===== src/gpio_indicator_defines.svh =====
// Timing constants and the pad count for the pad and indicator logic
`ifndef GPIO_INDICATOR_DEFINES_SVH
`define GPIO_INDICATOR_DEFINES_SVH
`define CLK_HZ            25000000
`define TXMON_LEAD_MS     300
`define TXMON_TAIL_MIN_MS 500
`define TXMON_TAIL_MAX_MS 1000
`define FAST_PERIOD_MS    1000
`define FAST_ON_MS        500
`define SLOW_PERIOD_MS    3000
`define SLOW_ON_MS        300
`define MS_CYCLES         (`CLK_HZ / 1000)
`define PAD_COUNT         13
`endif


===== src/gpio_indicator_pkg.sv =====
// Types shared by the pad and indicator logic
package gpio_indicator_pkg;
  typedef enum logic [1:0] {
    PAD_INPUT  = 2'h0,
    PAD_OUTPUT = 2'h1,
    PAD_ALT    = 2'h2
  } pad_mode_t;
  typedef enum logic [1:0] {
    NET_OFF    = 2'h0,
    NET_SEARCH = 2'h1,
    NET_FULL   = 2'h2,
    NET_CALL   = 2'h3
  } net_state_t;
  typedef enum logic [1:0] {
    MON_IDLE = 2'h0,
    MON_LEAD = 2'h1,
    MON_CALL = 2'h2,
    MON_TAIL = 2'h3
  } mon_state_t;
endpackage


===== src/gpio_indicator.sv =====
// Pad configuration, alternate functions and the network status indicator
`timescale 1ns/1ns
`default_nettype none
`include "gpio_indicator_defines.svh"

module gpio_indicator #(
  parameter int unsigned MS_CYC   = `MS_CYCLES,
  parameter int unsigned TONE_DIV = 12500
) (
  // Clock and reset
  input  wire logic                     core_clk,
  input  wire logic                     rst_b,
  input  wire logic                     clk_en,
  // Pad configuration, per pad: 4..5 input-only pads, 0..3 and 6..12 general
  input  wire logic [2*`PAD_COUNT-1:0]  pad_mode_cfg,
  input  wire logic [`PAD_COUNT-1:0]    pad_out_wr,
  input  wire logic [`PAD_COUNT-1:0]    pad_out_val,
  input  wire logic [`PAD_COUNT-1:0]    alt_out,
  // Pad pins
  input  wire logic [`PAD_COUNT-1:0]    pad_in,
  output logic      [`PAD_COUNT-1:0]    pad_out,
  output logic      [`PAD_COUNT-1:0]    pad_oe,
  output logic      [`PAD_COUNT-1:0]    pad_read,
  // Transmitter control and status
  input  wire logic                     tx_burst,
  input  wire logic                     call_active,
  input  wire logic                     monitor_per_burst,
  output logic                          tx_enable,
  // Alarm and tone
  input  wire logic                     tone_role,
  input  wire logic                     alarm_event,
  input  wire logic                     alarm_clear,
  input  wire logic                     tone_on,
  // Network status
  input  wire gpio_indicator_pkg::net_state_t net_state
);
  localparam int unsigned PN = `PAD_COUNT;
  localparam int unsigned TX_INH = 6;
  localparam int unsigned TX_MON = 7;
  localparam int unsigned ALM    = 8;
  localparam int unsigned LED    = 9;
  localparam int unsigned LEAD_C  = `TXMON_LEAD_MS * MS_CYC;
  localparam int unsigned TAIL_C  = `TXMON_TAIL_MIN_MS * MS_CYC;
  localparam int unsigned FP_C    = `FAST_PERIOD_MS * MS_CYC;
  localparam int unsigned FON_C   = `FAST_ON_MS * MS_CYC;
  localparam int unsigned SP_C    = `SLOW_PERIOD_MS * MS_CYC;
  localparam int unsigned SON_C   = `SLOW_ON_MS * MS_CYC;

  // ----------------------------------------------------------------
  // Pin synchronisers
  // ----------------------------------------------------------------
  logic [PN-1:0] sync1;
  logic [PN-1:0] sync2;
  logic          burst1, burst2;
  always_ff @(posedge core_clk or negedge rst_b) begin
    if (!rst_b) begin
      sync1  <= '0;
      sync2  <= '0;
      burst1 <= 1'b0;
      burst2 <= 1'b0;
    end else if (clk_en) begin
      sync1  <= pad_in;
      sync2  <= sync1;
      burst1 <= tx_burst;
      burst2 <= burst1;
    end
  end

  // ----------------------------------------------------------------
  // Pad modes and latches
  // ----------------------------------------------------------------
  logic [PN-1:0] out_latch;
  logic [PN-1:0] alt_val;
  logic [PN-1:0] drive;
  logic [PN-1:0] is_out;
  logic [PN-1:0] is_alt;
  always_ff @(posedge core_clk or negedge rst_b) begin
    if (!rst_b) out_latch <= '0;
    else if (clk_en) out_latch <= (out_latch & ~pad_out_wr) | (pad_out_val & pad_out_wr);
  end

  for (genvar i = 0; i < PN; i++) begin : g_pad
    wire gpio_indicator_pkg::pad_mode_t m = gpio_indicator_pkg::pad_mode_t'(pad_mode_cfg[2*i +: 2]);
    // Every pad's pin is sensed, input-only pads 4 and 5 never drive
    wire in_only  = (i == 4) || (i == 5);
    assign is_out[i] = !in_only && (m == gpio_indicator_pkg::PAD_OUTPUT);
    assign is_alt[i] = (m == gpio_indicator_pkg::PAD_ALT) && (i != TX_INH) && !in_only;
    assign drive[i]  = is_alt[i] ? alt_val[i] : out_latch[i];
  end

  // Reads show the synchronised pin, two cycles late
  assign pad_read = sync2;

  // ----------------------------------------------------------------
  // Transmit inhibit
  // ----------------------------------------------------------------
  wire inhibit_role = (pad_mode_cfg[2*TX_INH +: 2] == gpio_indicator_pkg::PAD_ALT);
  assign tx_enable = !(inhibit_role && !sync2[TX_INH]);

  // ----------------------------------------------------------------
  // Transmit activity monitor
  // ----------------------------------------------------------------
  gpio_indicator_pkg::mon_state_t mstate;
  logic [31:0] mcnt;
  // Lead time needs call start ahead of the first burst; caller raises call_active early
  always_ff @(posedge core_clk or negedge rst_b) begin
    if (!rst_b) begin
      mstate <= gpio_indicator_pkg::MON_IDLE;
      mcnt   <= '0;
    end else if (clk_en) begin
      unique case (mstate)
        gpio_indicator_pkg::MON_IDLE: if (call_active) begin
          mstate <= gpio_indicator_pkg::MON_LEAD;
          mcnt   <= '0;
        end
        gpio_indicator_pkg::MON_LEAD: begin
          mcnt <= mcnt + 32'h1;
          if (mcnt + 32'h1 >= 32'(LEAD_C)) mstate <= gpio_indicator_pkg::MON_CALL;
        end
        gpio_indicator_pkg::MON_CALL: if (!call_active && !burst2) begin
          mstate <= gpio_indicator_pkg::MON_TAIL;
          mcnt   <= '0;
        end
        gpio_indicator_pkg::MON_TAIL: begin
          mcnt <= mcnt + 32'h1;
          if (burst2) mcnt <= '0;
          else if (mcnt + 32'h1 >= 32'(TAIL_C)) mstate <= gpio_indicator_pkg::MON_IDLE;
        end
      endcase
    end
  end
  wire mon_call  = (mstate != gpio_indicator_pkg::MON_IDLE);
  wire mon_level = monitor_per_burst ? burst2 : mon_call;

  // ----------------------------------------------------------------
  // Alarm and tone
  // ----------------------------------------------------------------
  logic        alarm;
  logic        tone;
  logic [31:0] tcnt;
  always_ff @(posedge core_clk or negedge rst_b) begin
    if (!rst_b) begin
      alarm <= 1'b0;
      tone  <= 1'b0;
      tcnt  <= '0;
    end else if (clk_en) begin
      // Set wins over a clear in the same cycle
      if (alarm_event) alarm <= 1'b1;
      else if (alarm_clear) alarm <= 1'b0;
      if (!tone_on) begin
        tone <= 1'b0;
        tcnt <= '0;
      end else if (tcnt + 32'h1 >= 32'(TONE_DIV)) begin
        tone <= ~tone;
        tcnt <= '0;
      end else tcnt <= tcnt + 32'h1;
    end
  end
  wire alm_level = tone_role ? tone : alarm;

  // ----------------------------------------------------------------
  // Network status indicator
  // ----------------------------------------------------------------
  logic [31:0] bcnt;
  wire  fast = (net_state == gpio_indicator_pkg::NET_SEARCH);
  wire [31:0] period = fast ? 32'(FP_C) : 32'(SP_C);
  wire [31:0] on_len = fast ? 32'(FON_C) : 32'(SON_C);
  always_ff @(posedge core_clk or negedge rst_b) begin
    if (!rst_b) bcnt <= '0;
    else if (clk_en) bcnt <= (bcnt + 32'h1 >= period) ? '0 : bcnt + 32'h1;
  end
  logic lamp;
  always_comb begin
    unique case (net_state)
      gpio_indicator_pkg::NET_OFF:    lamp = 1'b0;
      gpio_indicator_pkg::NET_SEARCH: lamp = bcnt < on_len;
      gpio_indicator_pkg::NET_FULL:   lamp = bcnt < on_len;
      gpio_indicator_pkg::NET_CALL:   lamp = 1'b1;
    endcase
  end

  // Alternate values: pads 7, 8 and 9 carry monitor, alarm and inverted lamp; the others come from alt_out
  always_comb begin
    alt_val         = alt_out;
    alt_val[TX_MON] = mon_level;
    alt_val[ALM]    = alm_level;
    alt_val[LED]    = !lamp;
  end

  // ----------------------------------------------------------------
  // Pad drivers, registered, push-pull
  // ----------------------------------------------------------------
  always_ff @(posedge core_clk or negedge rst_b) begin
    if (!rst_b) begin
      pad_out <= '0;
      pad_oe  <= '0;
    end else if (clk_en) begin
      pad_out <= drive;
      pad_oe  <= is_out | is_alt;
    end
  end
endmodule
`default_nettype wire


===== config.mk =====
export PLATFORM = sky130hd
export DESIGN_NAME = gpio_indicator
export DESIGN_NICKNAME = d
export VERILOG_FILES = /design/src/gpio_indicator_pkg.sv /design/src/gpio_indicator.sv
export VERILOG_INCLUDE_DIRS = /design/src
export SDC_FILE = /design/constraint.sdc
export NUM_CORES = 1
export LEC_CHECK = 0
export ABC_AREA = 1
export BUFFER_PORTS_ARGS = -buffer_cell sky130_fd_sc_hd__buf_2
export CORE_MARGIN = 4
export CORE_UTILIZATION = 64
export CTS_CLUSTER_DIAMETER = 150
export CTS_CLUSTER_SIZE = 10
export DETAILED_ROUTE_END_ITERATION = 8
export PLACE_DENSITY = 0.86
export RECOVER_POWER = 25
export SYNTH_ARGS = -nofsm -noshare
export SYNTH_HDL_FRONTEND = slang
export SYNTH_SLANG_ARGS = --single-unit

===== constraint.sdc =====
create_clock -name core_clk -period 4.6 [get_ports core_clk]
set_input_delay 0.46 -clock core_clk [delete_from_list [all_inputs] [get_ports core_clk]]
set_output_delay 0.46 -clock core_clk [all_outputs]
set_load 0.01 [all_outputs]

After elaboration in Yosys (flattened, before gate mapping). Index checks and enable logic that the tools add are counted.

Add/sub/neg operators: 3. $mul: 0. Div/mod/pow operators: 0. Order comparisons: 5. Eq/ne operators: 34. Shift-type cells: 0. Multiplexer cells: 32. Bitwise logic cells: 6. Reductions and logical operators: 16.

Operators with widths (count): two-way mux 32 bit (6); one-hot mux 32 bit (4 select lines) (1); adder 32 x 1 -> 32 bit (second input constant) (3); greater-or-equal comparator 32 x 14 -> 1 bit (second input constant) (1); greater-or-equal comparator 32 x 23 -> 1 bit (second input constant) (1); greater-or-equal comparator 32 x 24 -> 1 bit (second input constant) (1); greater-or-equal comparator 32 x 27 -> 1 bit (1); less-than comparator 32 x 24 -> 1 bit (1); equality test 2 bit (second input constant) (15); two-way mux 27 bit (1); AND 13 bit (2); equality test 2 x 1 -> 1 bit (second input constant) (13); OR 13 bit (2); two-way mux 24 bit (1); two-way mux 1 bit (16); NOT 13 bit (1); two-way mux 2 bit (5); inequality test 2 bit (second input constant) (5); one-hot mux 2 bit (4 select lines) (1); AND reduction 6 bit (1); logical NOT 1 bit (5); logical NOT 2 bit (2); AND reduction 2 bit (2); nonzero test 2 bit (2); 6 further kinds (7).

Register bits: 167. Bits in latches: 0. RAM bits: 0. Bits in read-only memories: 0. Input bits: 90. Output and inout port bits: 40. Word-level logic and storage cells: 109. Memories: 0.

Depth between registers and ports, before layout.
Depth after elaboration: 6. Gate-level depth with buffers: 21. Gate-level depth less buffers: 20.

Worst setup path before layout. OpenSTA, ideal clock, no wires.

Kind: reg-to-reg. From: register bcnt[0]. To: register bcnt[1]. Setup time: 136 ps. Arrival time: 2551 ps. Required time: 4464 ps. Slack: 1912 ps. Cell stages (with the launch flop): 21. Path buffers: 1. Clock period less this slack: 2688 ps. Cell sequence: dfrtp_1 > ha_1 > nand2_2 > nor2_2 > nand2_2 > inv_1 > nand3_1 > nor4_1 > nand3_1 > xor2_1 > ha_1 > nand2_1 > inv_1 > nand2_1 > nor2_1 > nand2_1 > nor2_1 > nand2_1 > nand3_4 > buf_8 > a21oi_2.

Word-level cells in the longest chain between the ends: 3.

RTL lines: from (decl) (line gpio_indicator.sv:164) `logic [31:0] bcnt;`; from (signal assigned) (line gpio_indicator.sv:170) `else if (clk_en) bcnt <= (bcnt + 32'h1 >= period) ? '0 : bcnt + 32'h1;`; adder 32 x 1 -> 32 bit * (line gpio_indicator.sv:170); greater-or-equal comparator 32 x 27 -> 1 bit (line gpio_indicator.sv:170); two-way mux 32 bit * (line gpio_indicator.sv:170).

Every way passes the cells marked *; elsewhere a longest branch is shown, timed or not. A chain may end at the register's enable or synchronous reset.

Worst setup path after layout.
From: register bcnt[1]. To: register bcnt[0].

Word-level cells in the longest chain between the ends: 3.

RTL lines (line): adder 32 x 1 -> 32 bit (gpio_indicator.sv:170); greater-or-equal comparator 32 x 27 -> 1 bit (gpio_indicator.sv:170); two-way mux 32 bit (gpio_indicator.sv:170).

Every way passes these cells.

==> impl_metrics.xml <==
<?xml version="1.0" encoding="UTF-8"?>
<metrics>
  <group name="synth">
    <metric name="synthAdderAreaFrac" unit="">0.0455</metric>
    <metric name="synth.most_common_cell" unit="">nand2_1</metric>
    <metric name="synth-async-reset-ratio" unit="">1.00</metric>
    <metric name="synthesis.area" unit="µm²">10200</metric>
    <metric name="ys_seq_elements" unit="">165</metric>
    <metric name="ys_top_cells_by_area" unit="">dfrtp_1, nand2_1, inv_1, nor2_1, ha_1</metric>
    <metric name="largest_family_of_logic_cells_by_synthesized_area" unit="">simple AND/OR/NAND/NOR gates</metric>
    <metric name="post_synth_xor_area_fraction" unit="">0.0370</metric>
    <metric name="synth.top_cell.area_share" unit="">0.406</metric>
    <metric name="yosys.area_share.simple" unit="">0.336</metric>
    <metric name="synth_cells" unit="">1418</metric>
    <metric name="synth_edf_count" unit="">0</metric>
    <metric name="synth_compound_area_frac" unit="">0.0928</metric>
    <metric name="netlist_top_cells_count" unit="">nand2_1, inv_1, dfrtp_1, nor2_1, nand3_1</metric>
    <metric name="synthDominantAreaCellType" unit="">dfrtp_1</metric>
    <metric name="synthesis.area_per_instance" unit="µm²">7.18</metric>
    <metric name="synth_cell_type_count" unit="">44</metric>
    <metric name="top_ff_cell_synth" unit="">dfrtp_1</metric>
    <metric name="synth_seq_area_share" unit="">0.406</metric>
    <metric name="mux_contribution_to_synthesized_area" unit="">0.00295</metric>
    <metric name="synth-warning-count" unit="">0</metric>
  </group>
  <group name="cells_and_area">
    <metric name="antennaDiodeCount" unit="">0</metric>
    <metric name="synthToLayoutAreaGrowth" unit="%">13.1</metric>
    <metric name="layout_cells_sized_above_1" unit="">0.140</metric>
    <metric name="fin_nets" unit="">1652</metric>
    <metric name="fillerInstances" unit="">1154</metric>
  </group>
  <group name="global_routing">
    <metric name="first_global_vias" unit="">9104</metric>
    <metric name="grt_max_degree" unit="">108</metric>
    <metric name="leftover_overflow_at_the_end_of_global_routing" unit="">0</metric>
    <metric name="grt_usage" unit="">0.288</metric>
    <metric name="grt_first_pass_wirelength" unit="µm">42800</metric>
    <metric name="antenna_violations_before_repair" unit="">1</metric>
  </group>
  <group name="critical_path">
    <metric name="timing.critical_path.arrival" unit="ns">4.01</metric>
    <metric name="cp_cell_sequence" unit="">ha_1, nand2_2, nor2_2, nand2_2, inv_1, nand3_1, nor4_1, nand4_1, xnor2_1, ha_1, o21ai_1, nand2_1, nand2_1, nand2_1, nand2_1, nand3_4, o21ai_0</metric>
    <metric name="slowest_stage" unit="">nor4_1</metric>
    <metric name="crit_path_start_kind" unit="">flop</metric>
    <metric name="crit_path_max_incr_delay" unit="ns">0.55</metric>
    <metric name="reg2reg_depth" unit="">17</metric>
    <metric name="critical_path_peak_fanout" unit="">27</metric>
    <metric name="cpMostUsedCell" unit="">nand2_1</metric>
    <metric name="critPathKind" unit="">flop to flop</metric>
    <metric name="end_kind" unit="">flop</metric>
    <metric name="critical_path_rt" unit="ns">4.94</metric>
  </group>
  <group name="clock_network">
    <metric name="ctsRootBufferMaster" unit="">clkbuf_16</metric>
    <metric name="cts_sinks" unit="">165</metric>
    <metric name="hold_buffers" unit="">0</metric>
    <metric name="tritoncts_clock_tree" unit="">done</metric>
    <metric name="post_cts_buffers" unit="">0</metric>
    <metric name="clkTransAtPathRegs" unit="ns">0.08</metric>
    <metric name="cts_htree_levels" unit="">4</metric>
    <metric name="maximum_root_to_sink_buffer_count" unit="">2</metric>
    <metric name="clk-insertion-delay-late" unit="ns">0.44</metric>
    <metric name="cts_made_buffers" unit="">17</metric>
    <metric name="post_cts.resized_instances" unit="">0</metric>
  </group>
  <group name="timing">
    <metric name="finalWorstPathRequiredPeriod" unit="ns">3.67</metric>
    <metric name="slew_viol_final" unit="">108</metric>
    <metric name="post-route-worst-setup-slack" unit="ns">0.929</metric>
    <metric name="finalSetupTns" unit="ns">0</metric>
    <metric name="fin_skew" unit="ns">0.0157</metric>
    <metric name="tightestPinTransition" unit="ns">2.67</metric>
    <metric name="relSlewSlack" unit="">-0.777</metric>
    <metric name="rsz0062_at_grt" unit="">false</metric>
    <metric name="final_critical_path_share_of_the_clock_period" unit="">0.798</metric>
    <metric name="timing_hold_violations_final" unit="">0</metric>
    <metric name="finalSetupViolations" unit="">0</metric>
    <metric name="achievable-frequency" unit="MHz">272</metric>
  </group>
  <group name="placement">
    <metric name="port-buffer-count" unit="">117</metric>
    <metric name="hpwl" unit="µm">18000</metric>
    <metric name="place.gp.congestion" unit="">0.937</metric>
    <metric name="pre_cts_slack" unit="ns">1.11</metric>
  </group>
  <group name="pwr">
    <metric name="power.leakage" unit="nW">5.52</metric>
    <metric name="power_density" unit="nW/µm²">324</metric>
    <metric name="power.ir.vdd_worst" unit="mV">0.302</metric>
  </group>
  <group name="floorplan">
    <metric name="floorplan.initialDensity" unit="">0.662</metric>
    <metric name="rows" unit="">45</metric>
    <metric name="floorplan.core_area" unit="µm²">15400</metric>
    <metric name="die_w" unit="µm">134</metric>
    <metric name="dieArea" unit="µm²">18000</metric>
    <metric name="top_level_ports" unit="">130</metric>
    <metric name="die_h" unit="µm">134</metric>
  </group>
  <group name="drt">
    <metric name="drt_drc_violations_left" unit="">0</metric>
    <metric name="finalWirelength" unit="µm">25600</metric>
    <metric name="initialDrtViolationCount" unit="">788</metric>
    <metric name="vias" unit="">9602</metric>
    <metric name="wire_per_inst" unit="µm">14.6</metric>
    <metric name="via_per_inst" unit="">5.49</metric>
    <metric name="drt_pass1_iterations" unit="">7</metric>
    <metric name="antenna_violating_nets_post_route" unit="">0</metric>
  </group>
  <group name="outcome">
    <metric name="failing_checks" unit="">max-capacitance violations, max-slew violations</metric>
    <metric name="run_status" unit="">finished, violations left</metric>
  </group>
  <group name="min_path">
    <metric name="hold_path_depth" unit="">3</metric>
    <metric name="classification_of_the_worst_slack_hold_path" unit="">input port to flop</metric>
  </group>
  <group name="flow_run">
    <metric name="max_cap_viol_count" unit="">1</metric>
  </group>
</metrics>
path summary, 6_finish.rpt:
path,slack (ns),start,endpoint
hold / removal,0.21,pad_in[11],sync1[11]$_DFFE_PN0P_
min in group asynchronous,0.81,rst_b,tcnt[28]$_DFFE_PN0P_
setup / recovery,0.93,bcnt[1]$_DFFE_PN0P_,bcnt[0]$_DFFE_PN0P_
max in group asynchronous,2.18,rst_b,async pin
setup reg to reg,0.93,bcnt[1]$_DFFE_PN0P_,bcnt[0]$_DFFE_PN0P_
hold reg to reg,0.47,burst1$_DFFE_PN0P_,burst1$_DFFE_PN0P_
state kept, by name (all words and copies together), names as in the netlist, named ones only:
| name | flops |
|---|---|
| tone | 1 |
| sync1 | 13 |
| pad_out | 13 |
| tcnt | 32 |
| pad_oe | 11 |
| burst1 | 1 |
| pad_read | 13 |
| burst2 | 1 |
| mcnt | 32 |
| alarm | 1 |
| bcnt | 32 |
| mstate | 2 |
through the flow:
step	utilization	cell area [µm²]	power, W	std cells	hold slack, ns
6_report	0.748	11500	0.00372	1749	0.209
5_1_grt	0.748	11500	0.00389	1749	0.211
4_1_cts	0.749	11500	0.00373	1749	0.190
3_5_place_dp	0.709	10900	0.00226	1717	0.457
3_3_place_gp	0.709	10900	0.00223	1717	0.449
2_1_floorplan	-	10200	0.00204	1419	0.164
critical path: cells and delay by family, from the launching register on:
kind | cells | cell delay (ns)
compound gates | 2 | 0.42
simple gates | 11 | 1.82
buf+inv | 1 | 0.11
xor+xnor | 1 | 0.29
fa+ha+maj | 2 | 0.50
flops | 1 | 0.42
layout by cell type (no fill, tap or decap), types with 3 or more instances in the layout:
| cell | n |
|---|---|
| clkinv_8 | 3 |
| nand3_1 | 72 |
| inv_2 | 4 |
| inv_8 | 5 |
| a21oi_1 | 33 |
| dfrtp_1 | 165 |
| nor2_2 | 11 |
| xnor2_1 | 5 |
| a21oi_2 | 6 |
| inv_1 | 165 |
| clkbuf_16 | 17 |
| ha_1 | 37 |
| buf_4 | 7 |
| nand4_1 | 21 |
| o22ai_1 | 30 |
| nor2_4 | 5 |
| buf_2 | 115 |
| o21ai_2 | 14 |
| o21ai_0 | 57 |
| or2_2 | 5 |
| inv_6 | 4 |
| nor3_1 | 39 |
| nand2_1 | 469 |
| nor2_1 | 159 |
| a31oi_1 | 9 |
| mux2i_1 | 3 |
| xor2_1 | 38 |
| o21ai_1 | 4 |
| nand2_2 | 7 |
| nor3_4 | 4 |
kinds of logic (layout without fill, tap and decap cells):
kind of cell / count (synthesis) / in the layout
fa+ha+maj: 37 / 37
buf+inv: 205 / 324
other cells: 1 / 2
xor+xnor: 43 / 43
mux: 3 / 3
simple gates: 804 / 804
flops: 165 / 165
compound gates: 160 / 160
layout make-up:
type,instances,area [µm²],share of cell area
Timing Repair Buffer,123,633,0.0550
Clock inverter,15,180,0.0157
Inverter,169,634,0.0551
Tap cell,211,264,0.0229
Sequential cell,165,4130,0.359
Clock buffer,17,425,0.0370
Multi-Input combinational cell,1049,5240,0.455
where the power goes:
part / switching, W / internal [W]
Clock: 0.000693 / 0.000782
Combinational: 0.000375 / 0.000205
Sequential: 0.000101 / 0.00157
per-layer routing:
layer	up-vias	share of wire	global-route usage
li1	4723	-	-
met1	4490	0.43	0.387
met2	327	0.49	0.481
met3	60	0.061	0.0529
met4	2	0.019	0.0871
met5	-	0.00031	0
(Power assumes the default switching activity.)
